--- src/hw/tx_pcs_pkg.sv ---
// Constants and types shared by the transmit PCS channel
package tx_pcs_pkg;
	localparam int MCLK_MHZ = 40;
	localparam int LOCK_TIME_NS = 1000;
	localparam int LOCK_CYCLES = (LOCK_TIME_NS * MCLK_MHZ + 999) / 1000;
	localparam int LOCK_W = 6;
	localparam logic [LOCK_W-1:0] LOCK_CNT = LOCK_W'(LOCK_CYCLES);
	localparam int FIFO_DEPTH = 4;
	localparam logic [2:0] FIFO_FULL = 3'h4;
	localparam int FAB_W = 20;
	localparam int AXI_AW = 8;
	localparam logic [7:0] CTRL_OFS = 8'h00;
	localparam logic [7:0] STAT_OFS = 8'h04;
	localparam logic [31:0] CTRL_RST = 32'h00000041;
	localparam int PLLEN_POS = 0;
	localparam int DBL_POS = 1;
	localparam int WIDE10_POS = 2;
	localparam int BYP_POS = 3;
	localparam int PROTO_POS = 4;
	localparam int GSM_POS = 6;
	localparam int REFSEL_POS = 8;
	localparam logic [1:0] RESP_OKAY = 2'h0;
	localparam logic [1:0] RESP_SLVERR = 2'h2;
	localparam logic [3:0] LAST_BIT10 = 4'h9;
	localparam logic [3:0] LAST_BIT8 = 4'h7;
	localparam logic [3:0] RUN_MAX = 4'h5;
	localparam logic [6:0] PRBS_SEED = 7'h7F;
	localparam logic [4:0] A_MIN = 5'h10;
	localparam logic [4:0] A_MAX = 5'h1F;
	localparam logic [7:0] XG_IDLE = 8'h07;
	localparam logic [7:0] K28_0 = 8'h1C;
	localparam logic [7:0] K28_1 = 8'h3C;
	localparam logic [7:0] K28_3 = 8'h7C;
	localparam logic [7:0] K28_4 = 8'h9C;
	localparam logic [7:0] K28_5 = 8'hBC;
	localparam logic [7:0] K28_6 = 8'hDC;
	localparam logic [7:0] K23_7 = 8'hF7;
	localparam logic [7:0] K27_7 = 8'hFB;
	localparam logic [7:0] K29_7 = 8'hFD;
	localparam logic [7:0] K30_7 = 8'hFE;
	localparam logic [7:0] D5_6 = 8'hC5;
	localparam logic [7:0] D16_2 = 8'h50;
	localparam logic [7:0] D21_5 = 8'hB5;
	localparam logic [7:0] D2_2 = 8'h42;
	localparam logic [4:0] K28_X = 5'h1C;
	localparam logic [4:0] D7_X = 5'h07;
	localparam logic [2:0] Y3 = 3'h3;
	localparam logic [2:0] Y7 = 3'h7;
	localparam logic [5:0] K28_6B = 6'h0F;
	localparam logic [3:0] A7_4B = 4'h7;
	localparam logic [5:0] ENC6_TAB [0:31] = '{
		6'h27, 6'h1D, 6'h2D, 6'h31, 6'h35, 6'h29, 6'h19, 6'h38,
		6'h39, 6'h25, 6'h15, 6'h34, 6'h0D, 6'h2C, 6'h1C, 6'h17,
		6'h1B, 6'h23, 6'h13, 6'h32, 6'h0B, 6'h2A, 6'h1A, 6'h3A,
		6'h33, 6'h26, 6'h16, 6'h36, 6'h0E, 6'h2E, 6'h1E, 6'h2B};
	localparam logic [3:0] ENC4_TAB [0:7] = '{
		4'hB, 4'h9, 4'h5, 4'hC, 4'hD, 4'hA, 4'h6, 4'hE};
	typedef enum logic [1:0] {
		PROTO_BASIC = 2'h0,
		PROTO_GIGE  = 2'h1,
		PROTO_XAUI  = 2'h3
	} proto_type;
endpackage

--- src/hw/tx_pcs_channel.sv ---
// Transmit PCS channel: phase FIFO, byte serializer, idle mapping, 8B/10B, serializer
// Functional notes
// - Every word crosses a four-word phase FIFO; there is no bypass path.
// - Double width words leave as two single-width symbols, low half first.
// - Single width words go straight on without halving.
// - Encoder turns a byte plus control flag into a ten-bit code group.
// - Encoded serial stream never holds more than five equal bits in a row.
// - A control bit bypasses the encoder and sends raw symbols.
// - GIGE idle sets become comma plus D5.6 or comma plus D16.2.
// - Each GIGE idle set ends with negative running disparity.
// - Configuration sets (comma plus D21.5 or D2.2) pass untouched.
// - A control bit enables GIGE idle conversion while GIGE is selected.
// - XAUI control codes map to idle, sequence, start, terminate, error codes.
// - XAUI idles pick K28.0 or K28.5 from a seven-bit x^7+x^6+1 sequence.
// - XAUI inserts K28.3 after a random run of 16 to 31 idles.
// - Serializer sends each symbol least significant bit first.
// - One reference clock source select per block: pin, fabric, or shared line.
// - PLL yields serial, receiver and fabric timing; fabric rate halves in double width while words are queued.
// - The PLL may be powered down when no channel transmits.
// - A lock flag shows the PLL is locked to its reference.
`timescale 1ns/10ps
`default_nettype none
module tx_pcs_channel
(
	input  wire logic                           mclk,
	input  wire logic                           reset_n,
	input  wire logic [tx_pcs_pkg::AXI_AW-1:0]  awaddr,
	input  wire logic                           awvalid,
	output logic                                awready,
	input  wire logic [31:0]                    wdata,
	input  wire logic [3:0]                     wstrb,
	input  wire logic                           wvalid,
	output logic                                wready,
	output logic [1:0]                          bresp,
	output logic                                bvalid,
	input  wire logic                           bready,
	input  wire logic [tx_pcs_pkg::AXI_AW-1:0]  araddr,
	input  wire logic                           arvalid,
	output logic                                arready,
	output logic [31:0]                         rdata,
	output logic [1:0]                          rresp,
	output logic                                rvalid,
	input  wire logic                           rready,
	input  wire logic [tx_pcs_pkg::FAB_W-1:0]   txData,
	input  wire logic [1:0]                     txCtrl,
	input  wire logic                           txValid,
	output logic                                txReady,
	output logic                                serialOut,
	output logic                                fabricTick,
	output logic [1:0]                          refClkSel,
	output logic                                pllPowerUp,
	output logic                                pllLocked
);
	import tx_pcs_pkg::*;
	typedef struct packed {
		logic [31:0]                  ctrl;
		logic [FIFO_DEPTH-1:0][21:0]  fifo;
		logic [1:0]                   wrPtr;
		logic [1:0]                   rdPtr;
		logic [2:0]                   cnt;
		logic                         txReady;
		logic [21:0]                  cur;
		logic                         halfPend;
		logic [3:0]                   bitCnt;
		logic [9:0]                   shift;
		logic                         serialOut;
		logic [3:0]                   runLen;
		logic                         encSym;
		logic                         rd;
		logic                         afterComma;
		logic [6:0]                   prbs;
		logic [4:0]                   aCnt;
		logic [LOCK_W-1:0]            lockCnt;
		logic                         locked;
		logic                         fabTick;
		logic                         awHave;
		logic                         wHave;
		logic [AXI_AW-1:0]            awAddr;
		logic [31:0]                  wData;
		logic [3:0]                   wStrb;
		logic                         awready;
		logic                         wready;
		logic                         bvalid;
		logic [1:0]                   bresp;
		logic                         arready;
		logic                         rvalid;
		logic [31:0]                  rdata;
		logic [1:0]                   rresp;
	} state_type;
	localparam state_type ST_RST = '{
		ctrl:    CTRL_RST,
		bitCnt:  LAST_BIT10,
		prbs:    PRBS_SEED,
		aCnt:    A_MIN,
		default: '0};
	state_type  st_ff;
	state_type  nxt_st;
	logic       pllEn;
	logic       dbl;
	logic       wide10;
	logic       byp;
	logic       gsm;
	proto_type  proto;
	logic [3:0] lastBit;
	logic       push;
	logic       pop;
	logic       slotEnd;
	logic [9:0] raw10;
	logic [7:0] byteIn;
	logic       kIn;
	logic [7:0] mb;
	logic [10:0] encRes;
	logic [9:0] sym;
	logic       symLsb;
	logic       gigeRepl;
	logic       cfgSeen;
	logic       xIdle;
	logic       aInsert;
	logic [31:0] statWord;
	function automatic logic [10:0] enc8b10b
	(
		input logic [7:0] b,
		input logic       k,
		input logic       rdIn
	);
		logic [5:0] s6;
		logic [3:0] f4;
		logic       r1;
		logic       u4;
		logic [9:0] w;
		logic [9:0] o;
		s6 = (k && b[4:0] == K28_X) ? K28_6B : ENC6_TAB[b[4:0]];
		if (rdIn && (($countones(s6) != 3) || b[4:0] == D7_X))
			s6 = ~s6;
		r1 = rdIn ^ ($countones(s6) != 3);
		f4 = ENC4_TAB[b[7:5]];
		if (b[7:5] == Y7 && (k || (!r1 && s6[1:0] == 2'h3) || (r1 && s6[1:0] == 2'h0)))
			f4 = A7_4B;
		u4 = ($countones(f4) != 2);
		if (r1 && (u4 || b[7:5] == Y3))
			f4 = ~f4;
		if (k && !r1 && !u4 && b[7:5] != Y3)
			f4 = ~f4;
		w = {s6, f4};
		for (int i = 0; i < 10; i++)
			o[i] = w[9-i];
		return {r1 ^ u4, o};
	endfunction
	assign pllEn = st_ff.ctrl[PLLEN_POS];
	assign dbl = st_ff.ctrl[DBL_POS];
	assign wide10 = st_ff.ctrl[WIDE10_POS];
	assign byp = st_ff.ctrl[BYP_POS];
	assign gsm = st_ff.ctrl[GSM_POS];
	assign proto = proto_type'(st_ff.ctrl[PROTO_POS +: 2]);
	assign lastBit = (byp && !wide10) ? LAST_BIT8 : LAST_BIT10;
	assign symLsb = sym[0];
	assign statWord = {26'h0, (st_ff.cnt == 3'h0), st_ff.cnt, st_ff.rd, st_ff.locked};
	always_comb
	begin
		nxt_st = st_ff;
		pop = 1'b0;
		slotEnd = 1'b0;
		raw10 = '0;
		byteIn = '0;
		kIn = 1'b0;
		mb = '0;
		encRes = '0;
		sym = '0;
		gigeRepl = 1'b0;
		cfgSeen = 1'b0;
		xIdle = 1'b0;
		aInsert = 1'b0;
		nxt_st.fabTick = 1'b0;
		push = txValid && st_ff.txReady;
		// PLL power and lock model
		if (!pllEn)
		begin
			nxt_st.lockCnt = '0;
			nxt_st.locked = 1'b0;
		end
		else if (st_ff.lockCnt != LOCK_CNT)
			nxt_st.lockCnt = st_ff.lockCnt + 1'b1;
		else
			nxt_st.locked = 1'b1;
		// Bit timing, one serial bit per clock
		if (!st_ff.locked)
		begin
			nxt_st.bitCnt = lastBit;
			nxt_st.serialOut = 1'b0;
		end
		else
		begin
			slotEnd = (st_ff.bitCnt >= lastBit);
			nxt_st.bitCnt = slotEnd ? 4'h0 : st_ff.bitCnt + 4'h1;
			nxt_st.serialOut = st_ff.shift[0];
			nxt_st.shift = {1'b0, st_ff.shift[9:1]};
		end
		if (slotEnd)
		begin
			nxt_st.fabTick = !st_ff.halfPend;
			if (st_ff.halfPend)
			begin
				raw10 = wide10 ? st_ff.cur[19:10] : {2'h0, st_ff.cur[15:8]};
				byteIn = st_ff.cur[15:8];
				kIn = st_ff.cur[21];
				nxt_st.halfPend = 1'b0;
			end
			else if (st_ff.cnt != 3'h0)
			begin
				pop = 1'b1;
				nxt_st.cur = st_ff.fifo[st_ff.rdPtr];
				nxt_st.rdPtr = st_ff.rdPtr + 2'h1;
				nxt_st.halfPend = dbl;
				raw10 = wide10 ? st_ff.fifo[st_ff.rdPtr][9:0]
					: {2'h0, st_ff.fifo[st_ff.rdPtr][7:0]};
				byteIn = st_ff.fifo[st_ff.rdPtr][7:0];
				kIn = st_ff.fifo[st_ff.rdPtr][20];
			end
			else
			begin
				byteIn = (proto == PROTO_XAUI) ? XG_IDLE : K28_5;
				kIn = 1'b1;
			end
			mb = byteIn;
			if (proto == PROTO_XAUI && kIn)
			begin
				case (byteIn)
					XG_IDLE:
					begin
						xIdle = 1'b1;
						nxt_st.prbs = {st_ff.prbs[5:0], st_ff.prbs[6] ^ st_ff.prbs[5]};
						if (st_ff.aCnt == 5'h0)
						begin
							aInsert = 1'b1;
							mb = K28_3;
							nxt_st.aCnt = A_MIN + {1'b0, st_ff.prbs[3:0]};
						end
						else
						begin
							mb = st_ff.prbs[0] ? K28_5 : K28_0;
							nxt_st.aCnt = st_ff.aCnt - 5'h1;
						end
					end
					K28_4, K27_7, K29_7, K30_7, K28_0, K28_1, K28_3, K28_5, K28_6, K23_7:
						mb = byteIn;
					default:
						mb = K30_7;
				endcase
			end
			if (proto == PROTO_GIGE && gsm)
			begin
				cfgSeen = st_ff.afterComma && !kIn && (byteIn == D21_5 || byteIn == D2_2);
				if (st_ff.afterComma && !kIn && !cfgSeen)
				begin
					gigeRepl = 1'b1;
					mb = st_ff.rd ? D16_2 : D5_6;
				end
				nxt_st.afterComma = kIn && byteIn == K28_5;
			end
			else
				nxt_st.afterComma = 1'b0;
			encRes = enc8b10b(mb, kIn, st_ff.rd);
			if (!byp)
			begin
				sym = encRes[9:0];
				nxt_st.rd = encRes[10];
			end
			else
				sym = raw10;
			nxt_st.encSym = !byp;
			nxt_st.serialOut = sym[0];
			nxt_st.shift = {1'b0, sym[9:1]};
		end
		// Run of equal serial bits, counted over encoded symbols only
		if (!st_ff.locked || !nxt_st.encSym)
			nxt_st.runLen = 4'h0;
		else if (nxt_st.serialOut == st_ff.serialOut && st_ff.runLen != 4'h0)
			nxt_st.runLen = (st_ff.runLen == 4'hF) ? 4'hF : st_ff.runLen + 4'h1;
		else
			nxt_st.runLen = 4'h1;
		// Phase FIFO; the fabric side so one clock serves both sides
		if (push)
		begin
			nxt_st.fifo[st_ff.wrPtr] = {txCtrl, txData};
			nxt_st.wrPtr = st_ff.wrPtr + 2'h1;
		end
		nxt_st.cnt = st_ff.cnt + {2'h0, push} - {2'h0, pop};
		nxt_st.txReady = (nxt_st.cnt != FIFO_FULL);
		// Register write channel
		if (awvalid && st_ff.awready)
		begin
			nxt_st.awHave = 1'b1;
			nxt_st.awAddr = awaddr;
		end
		if (wvalid && st_ff.wready)
		begin
			nxt_st.wHave = 1'b1;
			nxt_st.wData = wdata;
			nxt_st.wStrb = wstrb;
		end
		if (st_ff.bvalid && bready)
			nxt_st.bvalid = 1'b0;
		if (nxt_st.awHave && nxt_st.wHave && !st_ff.bvalid)
		begin
			nxt_st.bvalid = 1'b1;
			nxt_st.awHave = 1'b0;
			nxt_st.wHave = 1'b0;
			nxt_st.bresp = RESP_OKAY;
			if (nxt_st.awAddr[AXI_AW-1:2] == CTRL_OFS[AXI_AW-1:2])
			begin
				for (int i = 0; i < 4; i++)
					if (nxt_st.wStrb[i])
						nxt_st.ctrl[i*8 +: 8] = nxt_st.wData[i*8 +: 8];
			end
			else if (nxt_st.awAddr[AXI_AW-1:2] != STAT_OFS[AXI_AW-1:2])
				nxt_st.bresp = RESP_SLVERR;
		end
		nxt_st.awready = !nxt_st.awHave && !nxt_st.bvalid;
		nxt_st.wready = !nxt_st.wHave && !nxt_st.bvalid;
		// Register read channel
		if (st_ff.rvalid && rready)
			nxt_st.rvalid = 1'b0;
		if (arvalid && st_ff.arready)
		begin
			nxt_st.rvalid = 1'b1;
			nxt_st.rresp = RESP_OKAY;
			if (araddr[AXI_AW-1:2] == CTRL_OFS[AXI_AW-1:2])
				nxt_st.rdata = st_ff.ctrl;
			else if (araddr[AXI_AW-1:2] == STAT_OFS[AXI_AW-1:2])
				nxt_st.rdata = statWord;
			else
			begin
				nxt_st.rdata = '0;
				nxt_st.rresp = RESP_SLVERR;
			end
		end
		nxt_st.arready = !nxt_st.rvalid;
	end

	always_ff @(posedge mclk or negedge reset_n)
	begin
		if (!reset_n)
			st_ff <= ST_RST;
		else
			st_ff <= nxt_st;
	end

	assign awready = st_ff.awready;
	assign wready = st_ff.wready;
	assign bvalid = st_ff.bvalid;
	assign bresp = st_ff.bresp;
	assign arready = st_ff.arready;
	assign rvalid = st_ff.rvalid;
	assign rdata = st_ff.rdata;
	assign rresp = st_ff.rresp;
	assign txReady = st_ff.txReady;
	assign serialOut = st_ff.serialOut;
	assign fabricTick = st_ff.fabTick;
	assign refClkSel = st_ff.ctrl[REFSEL_POS +: 2];
	assign pllPowerUp = st_ff.ctrl[PLLEN_POS];
	assign pllLocked = st_ff.locked;
endmodule
`default_nettype wire

--- config.mk ---
export PLATFORM = sky130hd
export DESIGN_NAME = tx_pcs_channel
export DESIGN_NICKNAME = d
export VERILOG_FILES = /design/src/hw/tx_pcs_pkg.sv /design/src/hw/tx_pcs_channel.sv
export SDC_FILE = /design/constraint.sdc
export NUM_CORES = 1
export LEC_CHECK = 0
export ABC_AREA = 1
export ABC_CLOCK_PERIOD_IN_PS = 9900
export BUFFER_PORTS_ARGS = -buffer_cell sky130_fd_sc_hd__clkbuf_2
export CORE_MARGIN = 4
export CORE_UTILIZATION = 45
export CTS_CLUSTER_SIZE = 25
export DETAILED_ROUTE_END_ITERATION = 12
export GPL_TIMING_DRIVEN = 0
export HOLD_SLACK_MARGIN = 0.03
export PLACE_DENSITY = 0.71
export SYNTH_ARGS = -nofsm -noshare
export SYNTH_HDL_FRONTEND = slang
export SYNTH_SLANG_ARGS = --single-unit
--- constraint.sdc ---
create_clock -name mclk -period 9.9 [get_ports mclk]
set_input_delay 1.98 -clock mclk [delete_from_list [all_inputs] [get_ports mclk]]
set_output_delay 1.98 -clock mclk [all_outputs]
set_load 0.005 [all_outputs]
==> metrics.csv <==
stage,metric,value,unit
floorplanning,start_util,0.460,
clock_tree,cts-root-buf,clkbuf_16,
outcome,status,completed,
cells_and_area,fillers,2671,
clock_tree,cts_buffers,28,
clock_tree,htreeDepth,1,
sta,tightest_slew,871,ps
global_route,grt_start_max_net_pins,106,
routing,dr.pass1.iters,6,
logic_synthesis,seq_area_frac_synth,0.493,
floorplanning,io_pins,130,
routing,avgRoutedWirePerCell,15.4,um
global_route,grt_antenna_before_repair,0,
routing,vias,11200,
floorplanning,core-area,28900,um2
cells_and_area,multi_input_area,5560,um2
clock_tree,cts_tree,built,
logic_synthesis,ys_warn_count,0,
setup_path,crit_top_cell,nand2_1,
setup_path,cp.arrival,9830,ps
sta,hold_ws,474,ps
logic_synthesis,ys_ff_latch,261,
logic_synthesis,synth_area,13300,um2
cells_and_area,syn_to_final_growth,17.8,%
floorplanning,die_area,32300,um2
sta,finalCritPeriodShare,0.951,
pwr,leakage,7.91,nW
global_route,grt_pass1_wl,55.8,mm
sta,setup_viol,0,
setup_path,worstSetupPathType,reg2reg,
routing,ant_nets,0,
pwr,power_per_cell_area,322,nW/um2
sta,clock_skew,26.3,ps
routing,wirelength,33.4,mm
setup_path,required,10320,ps
logic_synthesis,synthCells,1593,
cells_and_area,diodes,0,
sta,layout_min_cycle_time,9410,ps
placement,place_hpwl,24.0,mm
clock_tree,cts_sinks,261,
setup_path,startpoint_type,flip-flop,
setup_path,crit_path_end_kind,flip-flop,
logic_synthesis,synthFlopType,dfrtp_1,
logic_synthesis,synth_edf_count,0,
placement,io_buffer_count,123,
routing,drt-vias-per-instance,5.14,
logic_synthesis,synth_cell_types,54,
clock_tree,clock_path_buffers,3,
clock_tree,clk_pin_slew,60,ps
floorplanning,placementRows,62,
sta,slew_viol_final,0,
clock_tree,clock_latency,550,ps
sta,finalHoldViolCount,0,
global_route,grtUsageTotal,0.203,
sta,slew_headroom,0.414,
logic_synthesis,async_flop_share,1.00,
routing,drc,0,
placement,gp_congestion,0.913,
setup_path,critPathSlowestCell,fa_1,
routing,dr.first_iter.drc_count,916,
sta,max_freq,0.106,GHz
cells_and_area,regArea,6550,um2
cells_and_area,drive_above_1_share,0.190,
setup_path,cp_max_fo,10,
pwr,vdd_drop_max,0.278,mV
cells_and_area,fin_nets,1877,
setup_path,slowest_delay,550,ps
global_route,grt_remaining_overflow,0,
sta,fin_tns_setup,0,ps
hold_path,hold_class,reg2reg,
floorplanning,die_h,180,um
clock_tree,hold_buffers,0,
floorplanning,die_width,180,um
run,max-cap-violations,0,
global_route,first_global_vias,11100,
logic_synthesis,synth.avg_cell_area,8.33,um2
==> layer usage <==
| layer | routed length, um | up-vias | track usage | part of all wire |
|---|---|---|---|---|
| li1 | - | 5413 | - | - |
| met2 | 16200 | 287 | 0.341 | 0.48 |
| met4 | 737 | 0 | 0.0561 | 0.022 |
| met1 | 14600 | 5398 | 0.280 | 0.44 |
| met5 | 0 | - | 0 | 0 |
| met3 | 1900 | 54 | 0.0238 | 0.057 |
==> registers in the layout, summed over array words and instances, names as in the netlist, 2 cells and up <==
| name | flops |
|---|---|
| proto | 2 |
| rdata | 32 |
| refClkSel | 2 |
| st_ff | 210 |
==> report_power, final <==
part | internal, mW | switching, mW
Combinational | 0.955 | 1.46
Sequential | 1.38 | 0.163
Clock | 0.655 | 0.424
Total | 2.99 | 2.05
==> Yosys cell counts (5+ instances only) <==
cell type | number | area (um2)
a21oi_1 | 21 | 105
a21oi_2 | 8 | 70.1
a31oi_1 | 5 | 31.3
a32o_1 | 26 | 260
and2_1 | 32 | 200
buf_4 | 38 | 285
buf_6 | 5 | 56.3
clkbuf_1 | 49 | 184
dfrtp_1 | 249 | 6230
dfstp_2 | 12 | 315
fa_1 | 7 | 140
ha_1 | 26 | 325
inv_1 | 178 | 668
inv_2 | 8 | 30.0
nand2_1 | 442 | 1660
nand2_2 | 16 | 100
nand2_4 | 6 | 67.6
nand3_1 | 53 | 265
nand3_2 | 6 | 60.1
nand4_1 | 5 | 31.3
nor2_1 | 94 | 353
nor2_2 | 8 | 50.1
nor3_1 | 7 | 35.0
o211ai_1 | 5 | 37.5
o21ai_0 | 193 | 966
o21ai_1 | 7 | 35.0
o22ai_1 | 23 | 144
xor2_1 | 13 | 114
==> through the flow <==
stage | instance area [um2] | utilization | total power [mW] | setup slack [ps] | instances
after global placement | 14400 | 0.498 | 3.55 | -99.5 | 2101
after global routing | 15600 | 0.542 | 5.47 | -21.2 | 2168
after floorplan | 13300 | - | 3.13 | 921 | 1594
final | 15600 | 0.542 | 5.04 | 487 | 2168
after detailed placement | 14400 | 0.500 | 3.66 | -253 | 2103
after CTS | 15400 | 0.535 | 4.83 | 30.6 | 2156
==> placed cells by master (no fill, tap or decap), drive strengths merged, types with 30 or more instances in the layout <==
cell    Yosys  final
o21ai     202    202
a21oi      30     30
and2       32     32
inv       189    190
nand3      60     60
dfrtp     249    249
buf        48     63
nand2     464    464
nor2      106    106
clkbuf     49    216
==> worst max-delay path, delay by kind of cell (launching register included) <==
kind | cells | cell delay (ps)
xor gates and xnor gates | 3 | 570
and+or+nand+nor | 26 | 2630
AOI/OAI and AO/OA | 8 | 860
adders and majority gates | 12 | 4120
DFF | 1 | 430
buffers and inverters | 10 | 720
==> area by class of cell <==
cell class                 instances  area share
sequential                       261       0.419
multi-input combinational       1043       0.356
clock buffer                      44      0.0531
timing repair buffer             138      0.0495
inverter                         193      0.0470
buffer                            97      0.0362
tap                              384      0.0307
clock inverter                     8     0.00856
==> what timing repair did <==
| item | 4_1_cts | 5_1_grt |
|---|---|---|
| endpoints found under the setup margin | 4 | 5 |
| cloned | 0 | 1 |
| pin swaps | 0 | 8 |
| buffers inserted | 1 | 11 |
| gates resized for setup | 5 | 36 |
==> cells by family (layout without fill, tap and decap cells) <==
group	after synthesis	count (layout)	share of synthesized area
other	1	2	0.000283
AND/OR/NAND/NOR	686	686	0.226
XOR/XNOR	17	17	0.0112
AO/OA/AOI/OAI	301	301	0.134
adder cells (fa/ha/maj)	33	33	0.0351
buffers and inverters	290	480	0.0974
multiplexers	4	4	0.00302
flip-flops	261	261	0.493
==> worst paths after layout <==
| kind | startpoint | endpoint | slack [ps] | cells past startpoint |
|---|---|---|---|---|
| setup / recovery | st_ff[156] | st_ff[121] | 490 | 59 |
| hold / removal | rvalid | arready | 470 | 1 |
| setup reg to reg | st_ff[156] | st_ff[121] | 490 | 59 |
| hold reg to reg | rvalid | arready | 470 | 1 |
| max in group asynchronous | reset_n | st_ff[125] | 7080 | 3 |
| min in group asynchronous | reset_n | st_ff[172] | 1480 | 1 |
No activity file was read; power rests on OpenSTA's default activity.
